$ cat src/common/prc_pkg.sv
// constants for the peer-to-peer receiver and correlator config bank
package prc_pkg;
    // register indices; byte address is four times the index
    localparam logic [5:0] IDX_ENV  = 6'h0B;
    localparam logic [5:0] IDX_COR1 = 6'h0C;
    localparam logic [5:0] IDX_COR2 = 6'h0D;
    localparam int         ADDR_W   = 8;
    localparam int         DATA_W   = 32;
    // reset values
    localparam logic [7:0] RST_ENV  = 8'h0C;
    localparam logic [7:0] RST_COR1 = 8'h93;
    localparam logic [7:0] RST_COR2 = 8'h00;
    localparam logic [7:0] COR2_MASK = 8'h03;
    // field positions, envelope register
    localparam int B_ONOFF_KEYING_FAST_DECAY  = 7;
    localparam int B_OOK_TC  = 5;
    localparam int B_OOK_THD = 3;
    localparam int B_ASK_TC  = 1;
    localparam int B_ASK_THD = 0;
    // field positions, correlator register 1
    localparam int B_AGC_LINK = 7;
    localparam int B_SRC_HOLD = 6;
    localparam int B_SQ_STEP  = 5;
    localparam int B_SUM_EN   = 4;
    localparam int B_START    = 3;
    localparam int B_SLICER   = 2;
    localparam int B_COLL_HI  = 1;
    localparam int B_COLL_LO  = 0;
    // field positions, correlator register 2
    localparam int B_SLEEP_X  = 1;
    localparam int B_STREAM   = 0;
    // time constants in tenths of a microsecond
    localparam logic [6:0] OOK_TC_00 = 7'd14;
    localparam logic [6:0] OOK_TC_01 = 7'd10;
    localparam logic [6:0] OOK_TC_10 = 7'd6;
    localparam logic [6:0] OOK_TC_11 = 7'd2;
    localparam logic [6:0] ASK_TC_00 = 7'd84;
    localparam logic [6:0] ASK_TC_01 = 7'd68;
    localparam logic [6:0] ASK_TC_10 = 7'd44;
    localparam logic [6:0] ASK_TC_11 = 7'd24;
    // thresholds in percent
    localparam logic [6:0] OOK_LO_BASE = 7'd55;
    localparam logic [6:0] OOK_HI_BASE = 7'd80;
    localparam logic [6:0] OOK_LO_STEP = 7'd10;
    localparam logic [6:0] OOK_HI_STEP = 7'd5;
    localparam logic [6:0] COLL_00 = 7'd16;
    localparam logic [6:0] COLL_01 = 7'd28;
    localparam logic [6:0] COLL_10 = 7'd41;
    localparam logic [6:0] COLL_11 = 7'd53;
    localparam logic [6:0] END_LVL_FULL = 7'd100;
    localparam logic [6:0] END_LVL_LOW  = 7'd66;
    localparam logic [6:0] ASK_THD_0 = 7'd97;
    localparam logic [6:0] ASK_THD_1 = 7'd95;
    // bpsk pilot pulse counts
    localparam logic [5:0] START_106_S = 6'd17;
    localparam logic [5:0] START_HI_S  = 6'd9;
    localparam logic [5:0] START_106_L = 6'd33;
    localparam logic [5:0] START_HI_L  = 6'd17;
    // sleep timing
    localparam int CLK_MHZ      = 50;
    localparam int T_IDLE_US    = 18;
    localparam int T_WAKE_S_US  = 18;
    localparam int T_WAKE_L_US  = 42;
    localparam int IDLE_CYC     = T_IDLE_US * CLK_MHZ;
    localparam int WAKE_S_CYC   = T_WAKE_S_US * CLK_MHZ;
    localparam int WAKE_L_CYC   = T_WAKE_L_US * CLK_MHZ;
    localparam int CNT_W        = 12;
    // reception standard
    typedef enum logic [2:0]
    {
        STD_ISO_A,
        STD_ISO_B,
        STD_F212,
        STD_F424,
        STD_V_STREAM,
        STD_OTHER
    } prc_std_e;
endpackage

$ cat src/logic/prc_cfg_regs.sv
// peer-to-peer receiver and correlator configuration register bank
//
// What this block does
// [RULE_01] OOK time constant 1.4/1.0/0.6/0.2 us
// [RULE_02] ASK time constant 8.4/6.8/4.4/2.4 us
// [RULE_03] OOK threshold depends on OOK time constant
// [RULE_04] AGC link forces equal AM/PM gain
// [RULE_05] ISO-A 106k: collision level from slicer
// [RULE_06] BPSK: same bit stops phase correction
// [RULE_07] summation bit sums AM and PM
// [RULE_08] start length selects 17/9 or 33/17
// [RULE_09] slicer speed or reference time constant
// [RULE_10] collision level 16/28/41/53 percent
// [RULE_11] BPSK end detection level 100/66 percent
// [RULE_12] BPSK end detector enable bit
// [RULE_13] BPSK meaning for A high rate, B
// [RULE_14] sleep after 18 us without pulse
// [RULE_15] sleep exit by timer or rx_on
// [RULE_16] software sets stream bit for 424k stream
// [RULE_17] reserved bits read zero, no effect
// [RULE_18] defaults on reset, fields driven continuously; outputs other than waitrequest reset to zero, decoded defaults follow one clock later

module prc_cfg_regs
(
    input  wire logic                       ref_clk,       // 50 MHz clock
    input  wire logic                       rst_b,         // async reset, low

    // avalon-mm slave
    input  wire logic [prc_pkg::ADDR_W-1:0] address,       // byte address
    input  wire logic                       read,          // read request
    input  wire logic                       write,         // write request
    input  wire logic [prc_pkg::DATA_W-1:0] writedata,     // write data
    input  wire logic [3:0]                 byteenable,    // byte lanes
    output logic [prc_pkg::DATA_W-1:0]      readdata,      // read data
    output logic                            waitrequest,   // stall

    // receiver context
    input  wire prc_pkg::prc_std_e          std_sel,       // reception standard
    input  wire logic                       rate_106,      // 106 kb/s rate
    input  wire logic                       corr_pulse,    // correlator pulse
    input  wire logic                       rx_on,         // receiver on

    // raw fields
    output logic                            onoff_keying_fast_decay, // ook decay
    output logic                            squelch_step_select,     // squelch
    output logic                            subcarrier_stream_mode,  // 424k stream
    output logic                            amp_keying_thd_sel,      // ask thd bit

    // decoded controls
    output logic [6:0]                      ook_tc_tenth_us, // ook tc, 0.1 us
    output logic [6:0]                      ask_tc_tenth_us, // ask tc, 0.1 us
    output logic [6:0]                      ook_thd_pct,     // ook threshold
    output logic [6:0]                      ask_thd_pct,     // ask threshold

    output logic                            agc_linked,      // equal am/pm gain
    output logic                            channel_sum,     // summation mode

    output logic                            coll_from_slicer,// coll = slicer
    output logic [6:0]                      coll_thd_pct,    // coll threshold
    output logic                            phase_hold,      // stop phase corr
    output logic [5:0]                      start_pulses,    // pilot pulses

    output logic                            fast_slicer,     // fast slicer
    output logic                            ref_tc_long,     // 1.5x ref tc
    output logic [6:0]                      end_level_pct,   // end det level
    output logic                            end_detect_en,   // end detector on

    output logic                            corr_sleep       // correlator asleep
);
    // register file
    logic [7:0]  env_r;
    logic [7:0]  cor1_r;
    logic [7:0]  cor2_r;

    // bus state
    logic                       wait_r;
    logic [prc_pkg::DATA_W-1:0] rdata_r;

    // bus decode
    logic [5:0]  word_idx;

    logic        req;
    logic        take;

    logic        hit_env;
    logic        hit_cor1;
    logic        hit_cor2;

    logic        lane0;

    logic        wr_env;
    logic        wr_cor1;
    logic        wr_cor2;

    logic [7:0]  rd_byte;
    logic [7:0]  wbyte;

    logic [7:0]  env_nxt;
    logic [7:0]  cor1_nxt;
    logic [7:0]  cor2_nxt;

    assign word_idx = address[prc_pkg::ADDR_W-1:2];

    assign req      = read || write;
    assign take     = req && !wait_r;

    assign hit_env  = (word_idx == prc_pkg::IDX_ENV);
    assign hit_cor1 = (word_idx == prc_pkg::IDX_COR1);
    assign hit_cor2 = (word_idx == prc_pkg::IDX_COR2);

    assign lane0    = byteenable[0];
    assign wbyte    = writedata[7:0];

    assign wr_env   = take && write && lane0 && hit_env;
    assign wr_cor1  = take && write && lane0 && hit_cor1;
    assign wr_cor2  = take && write && lane0 && hit_cor2;

    // unmapped addresses read zero; reserved bits are never stored
    assign rd_byte  = hit_env  ? env_r  :
                      hit_cor1 ? cor1_r :
                      hit_cor2 ? cor2_r : 8'h00;

    assign env_nxt  = wr_env  ? wbyte : env_r;
    assign cor1_nxt = wr_cor1 ? wbyte : cor1_r;
    assign cor2_nxt = wr_cor2 ? (wbyte & prc_pkg::COR2_MASK) : cor2_r; // [RULE_17]

    // one wait cycle, then a single acknowledge cycle
    always_ff @(posedge ref_clk or negedge rst_b)
    begin
        if (!rst_b)
        begin
            wait_r  <= 1'b1;
            rdata_r <= '0;
        end
        else
        begin
            wait_r <= !(req && wait_r);
            if (req && wait_r && read)
            begin
                rdata_r <= {24'h000000, rd_byte};
            end
        end
    end

    assign waitrequest = wait_r;
    assign readdata    = rdata_r;

    // configuration registers
    always_ff @(posedge ref_clk or negedge rst_b)
    begin
        if (!rst_b)
        begin
            env_r  <= prc_pkg::RST_ENV;   // [RULE_18]
            cor1_r <= prc_pkg::RST_COR1;  // [RULE_18]
            cor2_r <= prc_pkg::RST_COR2;  // [RULE_18]
        end
        else
        begin
            env_r  <= env_nxt;
            cor1_r <= cor1_nxt;
            cor2_r <= cor2_nxt;
        end
    end

    // field extraction
    logic [1:0]  ook_tc_code;
    logic [1:0]  ook_thd_code;
    logic [1:0]  ask_tc_code;
    logic [1:0]  coll_code;

    logic        bpsk_mode;
    logic        iso_a_106;

    assign ook_tc_code  = env_r[prc_pkg::B_OOK_TC +: 2];
    assign ook_thd_code = env_r[prc_pkg::B_OOK_THD +: 2];
    assign ask_tc_code  = env_r[prc_pkg::B_ASK_TC +: 2];

    assign coll_code    = cor1_r[prc_pkg::B_COLL_HI -: 2];

    // dual-purpose bits take the bpsk meaning for A high rate and all B
    assign iso_a_106 = (std_sel == prc_pkg::STD_ISO_A) && rate_106;
    assign bpsk_mode = ((std_sel == prc_pkg::STD_ISO_A) && !rate_106) ||
                       (std_sel == prc_pkg::STD_ISO_B);  // [RULE_13]

    // decoded values
    logic [6:0]  ook_tc_val;
    logic [6:0]  ask_tc_val;

    logic [6:0]  ook_thd_val;
    logic [6:0]  ook_lo_step;
    logic [6:0]  ook_hi_step;

    logic [6:0]  coll_val;

    logic [5:0]  start_val;

    logic        src_bit;
    logic        slc_bit;

    always_comb
    begin
        unique case (ook_tc_code)  // [RULE_01]
            2'b00:   ook_tc_val = prc_pkg::OOK_TC_00;
            2'b01:   ook_tc_val = prc_pkg::OOK_TC_01;
            2'b10:   ook_tc_val = prc_pkg::OOK_TC_10;
            2'b11:   ook_tc_val = prc_pkg::OOK_TC_11;
        endcase
    end

    always_comb
    begin
        unique case (ask_tc_code)  // [RULE_02]
            2'b00:   ask_tc_val = prc_pkg::ASK_TC_00;
            2'b01:   ask_tc_val = prc_pkg::ASK_TC_01;
            2'b10:   ask_tc_val = prc_pkg::ASK_TC_10;
            2'b11:   ask_tc_val = prc_pkg::ASK_TC_11;
        endcase
    end

    always_comb
    begin
        unique case (coll_code)  // [RULE_10]
            2'b00:   coll_val = prc_pkg::COLL_00;
            2'b01:   coll_val = prc_pkg::COLL_01;
            2'b10:   coll_val = prc_pkg::COLL_10;
            2'b11:   coll_val = prc_pkg::COLL_11;
        endcase
    end

    // threshold steps down from a base set by the time constant code
    assign ook_lo_step = 7'(ook_thd_code * prc_pkg::OOK_LO_STEP);
    assign ook_hi_step = 7'(ook_thd_code * prc_pkg::OOK_HI_STEP);

    assign ook_thd_val = (ook_tc_code == 2'b00) ?
                         (prc_pkg::OOK_LO_BASE - ook_lo_step) :
                         (prc_pkg::OOK_HI_BASE - ook_hi_step);  // [RULE_03]

    assign start_val = cor1_r[prc_pkg::B_START] ?
                       (rate_106 ? prc_pkg::START_106_L : prc_pkg::START_HI_L) :
                       (rate_106 ? prc_pkg::START_106_S : prc_pkg::START_HI_S); // [RULE_08]

    assign src_bit = cor1_r[prc_pkg::B_SRC_HOLD];
    assign slc_bit = cor1_r[prc_pkg::B_SLICER];

    // registered outputs
    always_ff @(posedge ref_clk or negedge rst_b)
    begin
        if (!rst_b)
        begin
            onoff_keying_fast_decay <= 1'b0;
            squelch_step_select     <= 1'b0;
            subcarrier_stream_mode  <= 1'b0;
            amp_keying_thd_sel      <= 1'b0;

            ook_tc_tenth_us         <= '0;
            ask_tc_tenth_us         <= '0;
            ook_thd_pct             <= '0;
            ask_thd_pct             <= '0;
        end
        else
        begin
            onoff_keying_fast_decay <= env_r[prc_pkg::B_ONOFF_KEYING_FAST_DECAY];   // [RULE_18]
            squelch_step_select     <= cor1_r[prc_pkg::B_SQ_STEP];
            subcarrier_stream_mode  <= cor2_r[prc_pkg::B_STREAM];  // [RULE_16]
            amp_keying_thd_sel      <= env_r[prc_pkg::B_ASK_THD];

            ook_tc_tenth_us         <= ook_tc_val;   // [RULE_01]
            ask_tc_tenth_us         <= ask_tc_val;   // [RULE_02]
            ook_thd_pct             <= ook_thd_val;  // [RULE_03]
            ask_thd_pct             <= env_r[prc_pkg::B_ASK_THD] ?
                                       prc_pkg::ASK_THD_1 : prc_pkg::ASK_THD_0;
        end
    end

    always_ff @(posedge ref_clk or negedge rst_b)
    begin
        if (!rst_b)
        begin
            agc_linked       <= 1'b0;
            channel_sum      <= 1'b0;
            coll_from_slicer <= 1'b0;
            coll_thd_pct     <= '0;

            phase_hold       <= 1'b0;
            start_pulses     <= '0;
        end
        else
        begin
            agc_linked       <= cor1_r[prc_pkg::B_AGC_LINK];  // [RULE_04]
            channel_sum      <= cor1_r[prc_pkg::B_SUM_EN];    // [RULE_07]
            coll_from_slicer <= iso_a_106 && src_bit;          // [RULE_05]
            coll_thd_pct     <= coll_val;                      // [RULE_10]

            phase_hold       <= bpsk_mode && src_bit;          // [RULE_06]
            start_pulses     <= start_val;                     // [RULE_08]
        end
    end

    always_ff @(posedge ref_clk or negedge rst_b)
    begin
        if (!rst_b)
        begin
            fast_slicer   <= 1'b0;
            ref_tc_long   <= 1'b0;

            end_level_pct <= '0;
            end_detect_en <= 1'b0;
        end
        else
        begin
            fast_slicer   <= iso_a_106 && slc_bit;   // [RULE_09]
            ref_tc_long   <= bpsk_mode && slc_bit;   // [RULE_09]

            end_level_pct <= cor1_r[prc_pkg::B_COLL_HI] ?
                             prc_pkg::END_LVL_LOW : prc_pkg::END_LVL_FULL; // [RULE_11]
            end_detect_en <= bpsk_mode && cor1_r[prc_pkg::B_COLL_LO]; // [RULE_12]
        end
    end

    // sleep control
    logic sleep_w;

    prc_sleep_ctl u_sleep
    (
        .ref_clk      (ref_clk),
        .rst_b        (rst_b),
        .corr_pulse   (corr_pulse),
        .rx_on        (rx_on),
        .exit_rx_only (cor2_r[prc_pkg::B_SLEEP_X]),  // [RULE_15]
        .std_sel      (std_sel),
        .sleep        (sleep_w)
    );

    always_ff @(posedge ref_clk or negedge rst_b)
    begin
        if (!rst_b)
        begin
            corr_sleep <= 1'b0;
        end
        else
        begin
            corr_sleep <= sleep_w;  // [RULE_14]
        end
    end
endmodule

$ cat src/logic/prc_sleep_ctl.sv
// correlator sleep controller: idle entry, timer or receiver-on exit
module prc_sleep_ctl
(
    input  wire logic               ref_clk,     // system clock
    input  wire logic               rst_b,       // async reset, low
    input  wire logic               corr_pulse,  // correlator output pulse
    input  wire logic               rx_on,       // receiver on
    input  wire logic               exit_rx_only,// sleep ends on rx_on only
    input  wire prc_pkg::prc_std_e  std_sel,     // reception standard
    output logic                    sleep        // correlator asleep
);
    typedef enum logic {S_AWAKE, S_SLEEP} prc_slp_e;

    prc_slp_e                       st_r;
    prc_slp_e                       st_nxt;
    logic [prc_pkg::CNT_W-1:0]      cnt_r;
    logic [prc_pkg::CNT_W-1:0]      cnt_nxt;
    logic                           long_wake;
    logic [prc_pkg::CNT_W-1:0]      wake_lim;
    logic [prc_pkg::CNT_W-1:0]      idle_lim;

    assign long_wake = (std_sel == prc_pkg::STD_V_STREAM) ||
                       (std_sel == prc_pkg::STD_F212);
    assign wake_lim  = long_wake ?
                       prc_pkg::CNT_W'(prc_pkg::WAKE_L_CYC - 1) :
                       prc_pkg::CNT_W'(prc_pkg::WAKE_S_CYC - 1);
    assign idle_lim  = prc_pkg::CNT_W'(prc_pkg::IDLE_CYC - 1);
    assign sleep     = (st_r == S_SLEEP);

    always_comb
    begin
        st_nxt  = st_r;
        cnt_nxt = cnt_r + 1'b1;
        unique case (st_r)
            S_AWAKE:
            begin
                if (corr_pulse)
                begin
                    cnt_nxt = '0;
                end
                else if (cnt_r == idle_lim)
                begin
                    st_nxt  = S_SLEEP;  // [RULE_14]
                    cnt_nxt = '0;
                end
            end
            S_SLEEP:
            begin
                if (exit_rx_only)
                begin
                    cnt_nxt = '0;
                    if (rx_on)
                    begin
                        st_nxt = S_AWAKE;  // [RULE_15]
                    end
                end
                else if (cnt_r == wake_lim)
                begin
                    st_nxt  = S_AWAKE;  // [RULE_15]
                    cnt_nxt = '0;
                end
            end
        endcase
    end

    always_ff @(posedge ref_clk or negedge rst_b)
    begin
        if (!rst_b)
        begin
            st_r  <= S_AWAKE;
            cnt_r <= '0;
        end
        else
        begin
            st_r  <= st_nxt;
            cnt_r <= cnt_nxt;
        end
    end
endmodule

$ cat config.mk
export PLATFORM = sky130hd
export DESIGN_NAME = prc_cfg_regs
export DESIGN_NICKNAME = d
export VERILOG_FILES = /design/src/common/prc_pkg.sv /design/src/logic/prc_cfg_regs.sv /design/src/logic/prc_sleep_ctl.sv
export SDC_FILE = /design/constraint.sdc
export NUM_CORES = 1
export LEC_CHECK = 0
export BUFFER_PORTS_ARGS = -buffer_cell sky130_fd_sc_hd__buf_2
export CAP_MARGIN = 20
export CORE_ASPECT_RATIO = 1.75
export CORE_MARGIN = 1.5
export CORE_UTILIZATION = 48
export DETAILED_ROUTE_END_ITERATION = 8
export PLACE_DENSITY = 0.89
export RECOVER_POWER = 25
export SYNTH_ARGS = -nofsm -noshare
export SYNTH_HDL_FRONTEND = slang
export SYNTH_SLANG_ARGS = --single-unit
$ cat constraint.sdc
create_clock -name ref_clk -period 2.4 [get_ports ref_clk]
set_clock_uncertainty 0.15 [all_clocks]
set_input_delay 0 -clock ref_clk [delete_from_list [all_inputs] [get_ports ref_clk]]
set_output_delay 0 -clock ref_clk [all_outputs]
set_load 0.03 [all_outputs]
==> Yosys cells after proc, flatten, opt, wreduce, memory -nomap -nowiden <==
Cells that the tools add are included.
{ "totals": {"register_bits": 100, "input_bits": 54, "elab_cells": 98} }
{ "op_classes": {"add_sub_neg": 3, "multipliers": 2, "n_eq_ne": 17, "mux": 24, "bitwise_logic": 1, "n_reduce_logical": 25} }
{ "op_table": {"columns": ["operator", "count"], "rows": [
  ["$pmux 7 s4", 3],
  ["$mux 12", 5],
  ["$mux 6", 4],
  ["$pmux 12 s2", 1],
  ["$eq 6x4->1 const B", 3],
  ["$mux 8", 2],
  ["$logic_and 1x1->1", 15],
  ["$add 12x1->12 const B", 1],
  ["$eq 12x10->1 const B", 1],
  ["$eq 12x12->1", 1],
  ["$eq 2x2->1 const B", 6],
  ["$mul 2x3->5 const B", 2],
  ["$mux 7", 1],
  ["$sub 6x6->7 const A", 1],
  ["$sub 7x5->7 const A", 1],
  ["$eq 2x1->1 const B", 3],
  ["$logic_not 2->1", 3],
  ["$mux 1", 5],
  ["$mux 5", 1],
  ["$eq 3x1->1 const B", 1],
  ["$eq 3x2->1 const B", 1],
  ["$eq 3x3->1 const B", 1],
  ["$logic_not 1->1", 3],
  ["$logic_not 3->1", 1],
  ["other kinds (4)", 6]
]} }

==> Logic depth before layout (Yosys ltp) <==
Gate-level depths: netlist of the first run.
{ "logic_depth": {"word_depth": 7, "ltp_mapped": 5, "mapped_depth_nobuf": 5} }

==> Hierarchy <==
Synthesis of the first run repeated with hierarchy kept, for this count alone.
{ "hier_totals": {"cells_unflattened": 310, "hier_area_um2": 3646.0} }
{ "by_module_without_submodules": {"columns": ["module", "instances", "cells_each", "area_per_inst_um2", "seq_area_each_um2"], "rows": [
  ["prc_cfg_regs", 1, 234, 2905.3, 1610.3],
  ["prc_sleep_ctl", 1, 76, 740.7, 325.3]
]} }

==> Least setup slack after synthesis of the first run <==
OpenSTA, ideal clock, no wires.
{ "synth_path": {"kind": "register to register", "start": "register u_sleep.cnt_r[8] (netlist bit)", "end": "register u_sleep.st_r (netlist: u_sleep.sleep)", "setup_ns": 0.130, "t_arrival_ns": 1.584, "path_slack_ns": 0.536, "path_stages_with_launch": 5, "period_less_slack_ns": 1.864, "path_cell_list": "dfrtp_1 > nor4b_1 > or4b_2 > a211oi_1 > o21ai_0"} }
{ "synth_via": {"elab_chain_cells": 4} }
{ "synth_lines": {"columns": ["element", "line_no", "rtl"], "rows": [
  ["from (decl)", "prc_sleep_ctl.sv:16", "logic [prc_pkg::CNT_W-1:0] cnt_r;"],
  ["from (signal assigned)", "prc_sleep_ctl.sv:76", "cnt_r <= cnt_nxt;"],
  ["$eq 12x12->1 / $eq 12x10->1 (equally long branches)", "prc_sleep_ctl.sv:57, prc_sleep_ctl.sv:41", null],
  ["$mux 1 (on tied branches)", "prc_sleep_ctl.sv:57, prc_sleep_ctl.sv:41", null],
  ["$mux 1 (on tied branches)", "prc_sleep_ctl.sv:49, prc_sleep_ctl.sv:37", null],
  ["$pmux 1 s2 (*)", "prc_sleep_ctl.sv:34", "unique case (st_r)"],
  ["named net u_sleep.st_nxt", "prc_sleep_ctl.sv:15", "prc_slp_e st_nxt;"],
  ["to (signal assigned)", "prc_sleep_ctl.sv:75", "st_r <= st_nxt;"],
  ["to (decl)", "prc_sleep_ctl.sv:14", "prc_slp_e st_r;"]
]} }
The timed path passes the listed nets; every way through them passes the cells marked *.
A chain may end at the register's enable or synchronous reset.

==> Final worst setup path of the first run <==
Ends and elaborated chain as after synthesis.

==> results of run 1 <==
## worst max-delay path: cells and delay by family, from the launching register on
kind            cells  cell delay, ns
compound gates      2            0.39
simple gates        2            0.99
flops               1            0.42
## Yosys cell counts, drive strengths merged
library cell	number
a211oi	1
a21boi	1
a21oi	11
a22oi	8
and2	6
and3	2
buf	52
conb	2
dfrtp	70
dfstp	7
ha	17
inv	18
mux2	16
mux2i	1
nand2	23
nand3	7
nand4	2
nor2	10
nor2b	1
nor3	6
nor3b	1
nor4	4
nor4b	2
o211ai	1
o21ai	18
o311ai	1
or2	3
or3	1
or3b	1
or4	1
or4b	1
xnor2	10
xor2	1
## worst paths after layout
check	slack, ns	start	endpoint	cells past startpoint
worst max-delay path	0.32	u_sleep.cnt_r[8]	u_sleep.sleep	4
worst min-delay path	0.02	address[3]	readdata[0]	4
worst max register to register	0.32	u_sleep.cnt_r[8]	u_sleep.sleep	4
worst min register to register	0.25	env_r[7]	onoff_keying_fast_decay	0
max in group asynchronous	1.29	rst_b	ask_thd_pct[0]	2
min in group asynchronous	0.21	rst_b	end_detect_en	2
## repair_timing
item	CTS	global route
hold endpoints to repair	98	0
resized for setup	0	0
hold buffers	22	0
setup buffers	0	0
## layer usage
| layer | part of all wire | global-route usage | vias up |
|---|---|---|---|
| met5 | 0 | 0 | - |
| met4 | 0.038 | 0.1133 | 0 |
| met3 | 0.058 | 0.03372 | 24 |
| met2 | 0.54 | 0.3107 | 143 |
| met1 | 0.36 | 0.2022 | 1177 |
| li1 | - | - | 1137 |
## stage by stage
step / setup slack (ns) / instance area, µm² / std cells / util / power, mW
after CTS: 0.3438 / 4332 / 497 / 0.6031 / 3.318
after global routing: 0.2535 / 4285 / 497 / 0.5967 / 3.413
after global placement: 0.4683 / 3819 / 459 / 0.5317 / 1.960
final: 0.3242 / 4285 / 497 / 0.5967 / 3.287
after floorplan: 0.5362 / 3677 / 342 / - / 1.878
after detailed placement: 0.3504 / 3819 / 459 / 0.5317 / 1.978
## where the power goes
| part | internal [mW] | total (mW) | switching, mW |
|---|---|---|---|
| combinational | 0.143 | 0.501 | 0.357 |
| sequential | 1.40 | 1.47 | 0.0729 |
| clock | 0.809 | 1.32 | 0.508 |
## cell type report
type	count	area (µm²)	share of cell area
inverters	18	67.56	0.01577
repair buffers	105	599.3	0.1399
well taps	86	107.6	0.02511
clock buffers	11	232.7	0.05431
flip-flops and latches	77	1936	0.4517
multi-input cells	195	1282	0.2993
clock inverters	5	60.06	0.01401
## logic make-up after synthesis
logic type | Yosys count
buffers and inverters | 70
AOI/OAI and AO/OA | 41
DFF | 77
xor gates and xnor gates | 11
adders and majority gates | 17
other | 2
and+or+nand+nor | 71
muxes | 17
## flip-flops by register name, summed over array words and instances, names as in the netlist, 2 cells and up
| name | count |
|---|---|
| u_sleep.cnt_r | 12 |
| ask_thd_pct | 3 |
| env_r | 8 |
| end_level_pct | 2 |
| readdata | 8 |
| ook_thd_pct | 7 |
| ask_tc_tenth_us | 5 |
| cor2_r | 2 |
| start_pulses | 3 |
| coll_thd_pct | 4 |
| cor1_r | 8 |
| ook_tc_tenth_us | 2 |
==> key figures, run 1 <==
Worst setup path
  – Slowest stage delay, CP: 0.63 ns
  – Worst path cell trace: nor4b_1, or4b_2, a211oi_1, o21ai_0
  – Data arrival, critical path: ~2.1 ns
  – Crit-path slowest cell: or4b_2
  – CP required: 2.45 ns
  – CP Max Fanout: 5
  – CP Class: reg -> reg
  – CP Launch Type: flop
  – CP endpoint kind: flop

Timing
  – Max frequency: 481.7 MHz
  – Final Slew Violations: 0
  – Worst-margin pin slew: 0.9359 ns
  – # setup viols final: 0
  – Setup_tns: 0 ns
  – RSZ-0062 raised after global routing: false
  – Hold WS: ~0.022 ns
  – Crit share post-route: 0.8649
  – Final Hold Fails: 0
  – Min cycle time layout: approximately 2.1 ns
  – Rel. slew slack: 0.3761

Logic synthesis
  – Top cell type's share of synthesized area: 0.4945
  – Seq/Total Area, Yosys: 0.5465
  – Post-Synth Adder-Cell Area: 0.06005
  – Synth area leader: dfrtp_1
  – Register bit total from synthesis: 77
  – Compound-Gate Fraction of Synth Area: 0.06676
  – Synth Warn #: 0
  – XOR/XNOR Fraction of Synth Area: 0.02720
  – Largest cells by area after synthesis: dfrtp_1 49%, buf_4 10%, ha_1 6.0%
  – Mean post-synth cell area: 11.58 µm²
  – Post-synthesis mux area share: 0.05899
  – Simple-gate share of the synthesized area: 0.1088
  – Synthesized area: around 3500 µm²
  – Largest family of logic cells by synthesized area: buffers and inverters
  – Post-synthesis instance total: 306
  – Post-synth cell types: 39

Floorplan
  – Initial Utilization: 0.4932
  – Core area: 7182 µm²
  – Number of I/O pins: 147
  – Core Rows: 41
  – Die H: 116.6 µm
  – Total die area: 7924 µm²
  – Die width: 67.94 µm

Global route
  – Global-route usage over all layers: 0.1817
  – Vias in the first global route: about 2300
  – Largest net degree at the start of global routing: 78
  – Global route total overflow: 0
  – First-pass GRT wire length: 10560 µm
  – Initial antenna violation count: 0

Routing
  – Post-Route WL: just under 7000 µm
  – DRC viols: 0
  – DR pass1 iterations: 4
  – Vias post-DR: 2481
  – WL/cell: around 14 µm
  – 1st-iter DRT viols: 95
  – Antenna Nets Post-Route: 0
  – Vias per cell: 4.992

Pwr
  – Pwr dens: 766.9 nW/µm²
  – Max rail drop VDD: 0.0005808 V
  – P_leak: about 2 nW

Clocking
  – Clock latency on the worst-skew pair: between 0.3 and 0.4 ns
  – CTS max path bufs: 2
  – TritonCTS clock tree: done
  – Total CTS buffers: 9
  – Reg clk slew, reported paths: 0.06 ns
  – H-Tree Depth: 3
  – Clock Tree Root: clkbuf_16
  – CTS Sinks: 77

Placed design
  – Routability cong.: between 0.8 and 0.9
  – Port bufs: 80
  – Post-DP HPWL: about 4900 µm

Final layout
  – Share of layout cells above drive strength 1: 0.2141
  – Filler cell count: 589
  – Commonest non-fill, non-tap cell in the layout: dfrtp_1
  – Nets@finish: between 400 and 500
  – Diode count: 0
  – Area growth syn-to-layout: 20.98%
  – Most frequent cells in the layout: 70 x dfrtp_1, 42 x buf_2, 39 x clkbuf_1

Job
  – Max-capacitance violation count: 0

Run status
  – Outcome: finished clean

Min path
  – Worst hold path class: in -> reg
Power figures use the tool's default switching activity.
==> run 2, diff against run 1 <==
--- a/config.mk
+++ b/config.mk
@@ -13,6 +13,7 @@
 export DETAILED_ROUTE_END_ITERATION = 8
 export PLACE_DENSITY = 0.89
 export RECOVER_POWER = 25
+export REMOVE_ABC_BUFFERS = 1
 export SYNTH_ARGS = -nofsm -noshare
 export SYNTH_HDL_FRONTEND = slang
 export SYNTH_SLANG_ARGS = --single-unit
==> run 2 against run 1 <==
Global-route usage down 0.16 points. Core utilization down 0.33 points. First-iteration DRC count down 16%. Wire length down 3.7%. Sequential power about the same. Hold slack better by 0.019 ns. Total power down 3.1%. Clock power down 8%. Non-clock buffer count down 1. Largest cell class unchanged. Largest power group unchanged. Highest routed layer unchanged.
==> key figures, run 2 (synthesis results as in run 1) <==
Worst setup path
  – Slowest stage delay, CP: 0.43 ns (-0.20 ns)
  – CP required: 2.45 ns (about the same)
  – CP Class: reg -> reg
  – Buf/Inv on CP: 1 (+1)
  – CP Max Fanout: 12 (+7)
  – Crit-path leading delay family: simple AND/OR/NAND/NOR gates
  – CP endpoint kind: flop
  – Worst path cell trace: nor4_1, nand2_1, o311ai_0, buf_4, a21boi_0
  – CP Launch Type: flop
  – Data arrival, critical path: 2.05 ns (-0.07 ns)
  – Crit-path slowest cell: dfrtp_1

Routing
  – WL/cell: 13.41 µm (-3.5%)
  – DRC viols: 0 (unchanged)
  – Vias post-DR: 2382 (-4.0%)
  – Antenna Nets Post-Route: 0 (unchanged)
  – Vias per cell: 4.802 (-3.8%)
  – 1st-iter DRT viols: 80 (-16%)
  – DR pass1 iterations: 4 (unchanged)
  – Post-Route WL: 6650 µm (-3.7%)

Placed design
  – Placed cell count: 459 (unchanged)
  – Post-DP HPWL: 4666 µm (-4.1%)
  – Post-place setup slack: 0.4254 ns (+0.07494 ns)
  – Routability cong.: 0.8405 (-0.11%)
  – Post-DP Area: 3819 µm² (unchanged)
  – Port bufs: 80 (unchanged)

Global route
  – Largest net degree at the start of global routing: 78 (unchanged)
  – Global route total overflow: 0 (unchanged)
  – Initial antenna violation count: 0 (unchanged)
  – First-pass GRT wire length: 10450 µm (-1.1%)
  – Global-route usage over all layers: 0.1802 (-0.001571)
  – Vias in the first global route: 2375 (+3.0%)

Clocking
  – CTS Sinks: 77 (unchanged)
  – TritonCTS clock tree: done
  – # Post-CTS Setup Buffers: 0 (unchanged)
  – Clock Tree Root: clkbuf_16
  – CTS max path bufs: 2 (unchanged)
  – Reg clk slew, reported paths: 0.05 ns (about the same)
  – Total CTS buffers: 9 (unchanged)
  – Hold Buf Count CTS: 21 (-4.5%)
  – CTS resizes: 0 (unchanged)
  – H-Tree Depth: 3 (unchanged)
  – Clock latency on the worst-skew pair: 0.33 ns (about the same)

Final layout
  – Count of non-filler cells in the finished layout: 496 (-0.20%)
  – Area growth syn-to-layout: 20.31%
  – Final instance area: 4262 µm² (-0.55%)
  – Share of layout cells above drive strength 1: 0.2171 (+0.002961)
  – Diode count: 0 (unchanged)
  – Nets@finish: 476 (-0.21%)
  – Number of flip-flops in the largest register: 12 (unchanged)
  – Largest reg by FF count: u_sleep.cnt_r
  – Commonest non-fill, non-tap cell in the layout: dfrtp_1
  – Most frequent cells in the layout: 70 x dfrtp_1, 42 x buf_2, 38 x conb_1, 38 x clkbuf_1, 23 x nand2_1

Timing
  – Max frequency: 499.3 MHz (+3.6%)
  – RSZ-0062 raised after global routing: false
  – # setup viols final: 0 (unchanged)
  – Min cycle time layout: 2.003 ns (-0.07305 ns)
  – Worst-margin pin slew: 0.9294 ns (-0.006535 ns)
  – Crit share post-route: 0.8345 (-0.03044)
  – Hold WS: 0.04085 ns (+0.01908 ns)
  – Rel. slew slack: 0.3804 (+0.004357)
  – Final Hold Fails: 0 (unchanged)
  – PnR worst setup slack: 0.3972 ns (+0.07305 ns)
  – Final Slew Violations: 0 (unchanged)

Floorplan
  – Die H: 116.6 µm (unchanged)
  – Number of I/O pins: 147 (unchanged)
  – Total die area: 7924 µm² (unchanged)
  – Core area: 7182 µm² (unchanged)
  – Initial Utilization: 0.4932 (unchanged)
  – Core Rows: 41 (unchanged)
  – Die width: 67.94 µm (unchanged)

Pwr
  – Pwr dens: 747.0 nW/µm² (-2.6%)
  – Final Total Pwr: 3.183 mW (-3.1%)
  – P_leak: 1.985 nW (-0.57%)
  – Max rail drop VDD: 0.0004932 V (-15%)

Run status
  – Outcome: finished clean

Job
  – Max-capacitance violation count: 0 (unchanged)

Min path
  – Worst hold path class: in -> reg
## run 2: worst paths after layout
| check | cells past startpoint | to | startpoint | slack (ns) |
|---|---|---|---|---|
| setup / recovery | 5 | u_sleep.cnt_r[1] | u_sleep.cnt_r[2] | 0.40 |
| hold / removal | 4 | readdata[1] | address[3] | 0.04 |
| setup reg to reg | 5 | u_sleep.cnt_r[1] | u_sleep.cnt_r[2] | 0.40 |
| hold reg to reg | 0 | subcarrier_stream_mode | cor2_r[0] | 0.26 |
| max in group asynchronous | 2 | u_sleep.cnt_r[3] | rst_b | 1.29 |
| min in group asynchronous | 2 | coll_thd_pct[0] | rst_b | 0.20 |
## run 2: stage by stage
| step | utilization | setup TNS (ns) |
|---|---|---|
| 6_report | 0.5934 | 0 |
| 5_1_grt | 0.5934 | 0 |
| 4_1_cts | 0.5998 | 0 |
| 3_5_place_dp | 0.5317 | 0 |
| 3_3_place_gp | 0.5317 | 0 |
| 2_1_floorplan | - | -0.5994 |
## run 2: tightest hold or removal path: cells and delay by family
family,cells,cell delay [ns]
and+or+nand+nor,1,0.09
AOI/OAI and AO/OA,2,0.25
buffers and inverters,1,0.13
## run 2: layout make-up
type	count	area (µm²)
clock buffers	12	256.5
clock inverters	4	22.52
fillers	605	2920
inverters	18	67.56
multi-input cells	195	1282
flip-flops and latches	77	1936
well taps	86	107.6
repair buffers	104	589.3
## run 2: routing by layer
layer,GRT usage,share of wire,wire length [µm]
met3,0.04432,0.048,322
met2,0.3275,0.56,3754
met5,0,0,0
met4,0.09200,0.021,137
met1,0.1837,0.37,2436
## run 2: power by group
part | switching, mW | internal (mW) | total [mW]
logic | 0.355 | 0.142 | 0.498
clock network | 0.471 | 0.750 | 1.22
registers | 0.0668 | 1.40 | 1.46
==> run 3, diff against run 2 <==
==> constraint.sdc (replaced) <==
create_clock -name ref_clk -period 1.9 [get_ports ref_clk]
set_clock_uncertainty 0.15 [all_clocks]
set_input_delay 0 -clock ref_clk [delete_from_list [all_inputs] [get_ports ref_clk]]
set_output_delay 0 -clock ref_clk [all_outputs]
set_load 0.03 [all_outputs]
==> run 3 against run 2 <==
Global-route usage grew 2.0 points. Critical path depth is 1 higher. Hold slack improved by 0.00056 ns. Clock power up 24%. Final area increased by 4.6%. Total power increased by 28%. Via count grew 4.8%. Cell count up 2.4%. Register-to-register slack worse by 0.26 ns. Sequential cell count is the same. Sequential share of layout area is 2.0 points lower. First-iteration DRC count is 68% higher. Critical endpoint is now u_sleep.cnt_r[10]. Largest power group unchanged.
==> key figures, run 3 (synthesis results as in run 1) <==
Floorplan
  – Die width: 67.94 µm (unchanged)
  – Core Rows: 41 (unchanged)
  – Initial Utilization: 0.4932 (unchanged)
  – Total die area: 7924 µm² (unchanged)
  – Die H: 116.6 µm (unchanged)
  – Number of I/O pins: 147 (unchanged)
  – Core area: 7182 µm² (unchanged)

Worst setup path
  – CP Class: in -> reg
  – CP Max Fanout: 12 (unchanged)
  – Reg2reg start: u_sleep.cnt_r[9]
  – CP endpoint kind: flop
  – CP required: 1.99 ns (-0.46 ns)
  – CP Launch Point: std_sel[2]
  – Data arrival, critical path: 1.95 ns (-0.10 ns)
  – CP Launch Type: input port

Routing
  – 1st-iter DRT viols: 134 (+68%)
  – Vias per cell: 4.913 (+2.3%)
  – WL/cell: 14.32 µm (+6.8%)
  – DR pass1 iterations: 4 (unchanged)
  – Met2 wire len: 4080 µm (+8.7%)
  – Max Used Layer: met4
  – Antenna Nets Post-Route: 0 (unchanged)
  – Vias post-DR: 2496 (+4.8%)
  – Post-Route WL: 7274 µm (+9.4%)
  – DR WL met3: 398 µm (+24%)
  – DRC viols: 0 (unchanged)
  – Met1 WL: 2537 µm (+4.1%)

Clocking
  – TritonCTS clock tree: done
  – Clock Tree Root: clkbuf_16
  – H-Tree Depth: 3 (unchanged)
  – CTS Sinks: 77 (unchanged)
  – Reg clk slew, reported paths: 0.05 ns (about the same)
  – Total CTS buffers: 9 (unchanged)
  – Clock latency on the worst-skew pair: 0.33 ns (about the same)
  – # Post-CTS Setup Buffers: 0 (unchanged)
  – CTS max path bufs: 2 (unchanged)

Timing
  – Max frequency: 537.9 MHz
  – Worst-margin pin slew: 0.6454 ns (-0.2840 ns)
  – Final Slew Violations: 0 (unchanged)
  – Rel. slew slack: 0.5697 (+0.1893)
  – Setup_tns: 0 ns (unchanged)
  – # setup viols final: 0 (unchanged)
  – Final Hold Fails: 0 (unchanged)
  – RSZ-0062 raised after global routing: false
  – Min cycle time layout: 1.859 ns
  – Crit share post-route: 0.9785

Pwr
  – Sw Ratio: 0.2771 (-0.003623)
  – Clock power frac: 0.372 (-0.012)
  – Max rail drop VDD: 0.0005426 V (+10%)
  – Sequential power share: 0.454 (-0.006)
  – NetSw: 1.125 mW (+26%)
  – Pwr dens: 910.9 nW/µm² (+22%)
  – P_int: 2.936 mW (+28%)
  – P_leak: 2.178 nW (+9.7%)
  – Logic pwr share: 0.174 (+0.018)

Run status
  – Outcome: finished clean

Min path
  – Worst hold path startpoint: std_sel[0]
  – Worst hold path class: in -> reg

Final layout
  – Commonest non-fill, non-tap cell in the layout: buf_2
  – Diode count: 0 (unchanged)
  – Nets@finish: 490 (+2.9%)
  – Most frequent cells in the layout: 79 x buf_2, 70 x dfrtp_1, 38 x conb_1
  – Final instance area: 4459 µm² (+4.6%)
  – Largest reg by FF count: u_sleep.cnt_r
  – Count of non-filler cells in the finished layout: 508 (+2.4%)
  – Final Util: 0.6209 (+0.02753)
  – Share of layout cells above drive strength 1: 0.3365 (+0.1194)
  – Number of flip-flops in the largest register: 12 (unchanged)
  – Area growth syn-to-layout: 25.89%

Job
  – Max-capacitance violation count: 0 (unchanged)

Placed design
  – Port bufs: 80 (unchanged)
  – Placed cell count: 471 (+2.6%)
  – Post-DP HPWL: 5058 µm (+8.4%)
  – Routability cong.: 0.8903 (+5.9%)
  – Post-DP Area: 3934 µm² (+3.0%)

Global route
  – Vias in the first global route: 2419 (+1.9%)
  – Largest net degree at the start of global routing: 51 (-35%)
  – Initial antenna violation count: 0 (unchanged)
  – Global-route usage over all layers: 0.2003 (+0.02014)
  – Global route total overflow: 0 (unchanged)
  – First-pass GRT wire length: 11390 µm (+9.0%)
## run 3: cell count changes in the layout (fill, tap and decap cells not counted), sizes merged
cell and change:
dlygate4sd3 +1, clkbuf -34, clkinv -1, buf +47
clkinvlp -1
## run 3: area by class of cell
type | count | area (µm²)
Tap cell | 86 | 107.6
Fill cell | 590 | 2723
Inverter | 18 | 67.56
Sequential cell | 77 | 1936
Multi-Input combinational cell | 195 | 1313
Clock inverter | 2 | 10.01
Clock buffer | 12 | 256.5
Timing Repair Buffer | 118 | 769.5
## run 3: metal layers
metal / GRT usage / vias up
met4: 0.1147 / 0
met3: 0.05780 / 25
li1: - / 1161
met5: 0 / -
met1: 0.2077 / 1203
met2: 0.3489 / 107
## run 3: power groups by stage
stage | sequential [mW] | combinational, mW | clock (mW)
2_1_floorplan | 2.02 | 0.274 | 0
3_3_place_gp | 1.86 | 0.652 | 0
3_5_place_dp | 1.87 | 0.666 | 0
4_1_cts | 1.84 | 0.702 | 1.55
5_1_grt | 1.86 | 0.768 | 1.62
6_report | 1.84 | 0.709 | 1.51
## run 3: repair_timing
action                                  CTS  global route
resized for setup                         2             5
endpoints found under the hold margin   103             0
gates cloned                              0             0
pin swaps                                 1             0
hold buffers                             22             0
endpoints found under the setup margin    1            13
## run 3: worst paths after layout
check / end / slack (ns) / depth (start not counted)
setup / recovery: u_sleep.cnt_r[10] / 0.04 / 6
hold / removal: u_sleep.sleep / 0.04 / 4
setup reg to reg: u_sleep.sleep / 0.14 / 4
hold reg to reg: channel_sum / 0.26 / 0
max in group asynchronous: cor1_r[3] / 0.47 / 4
min in group asynchronous: waitrequest / 0.31 / 2
## run 3: worst max-delay path: stages
cell and delay (ns):
dlygate4sd3_1 0.54, buf_2 0.15, xnor2_1 0.16, or2_2 0.31, or4_4 0.58, a21oi_1 0.21
## run 3: metrics by stage
stage / power (mW) / setup WS (ns) / hold slack (ns)
2_1_floorplan: 2.289 / -0.6269 / -0.4456
3_3_place_gp: 2.512 / 0.03518 / -0.2117
3_5_place_dp: 2.533 / -0.04083 / -0.2060
4_1_cts: 4.094 / 0.003036 / 0.03130
5_1_grt: 4.250 / 0.0006679 / 0.03615
6_report: 4.062 / 0.04093 / 0.04142
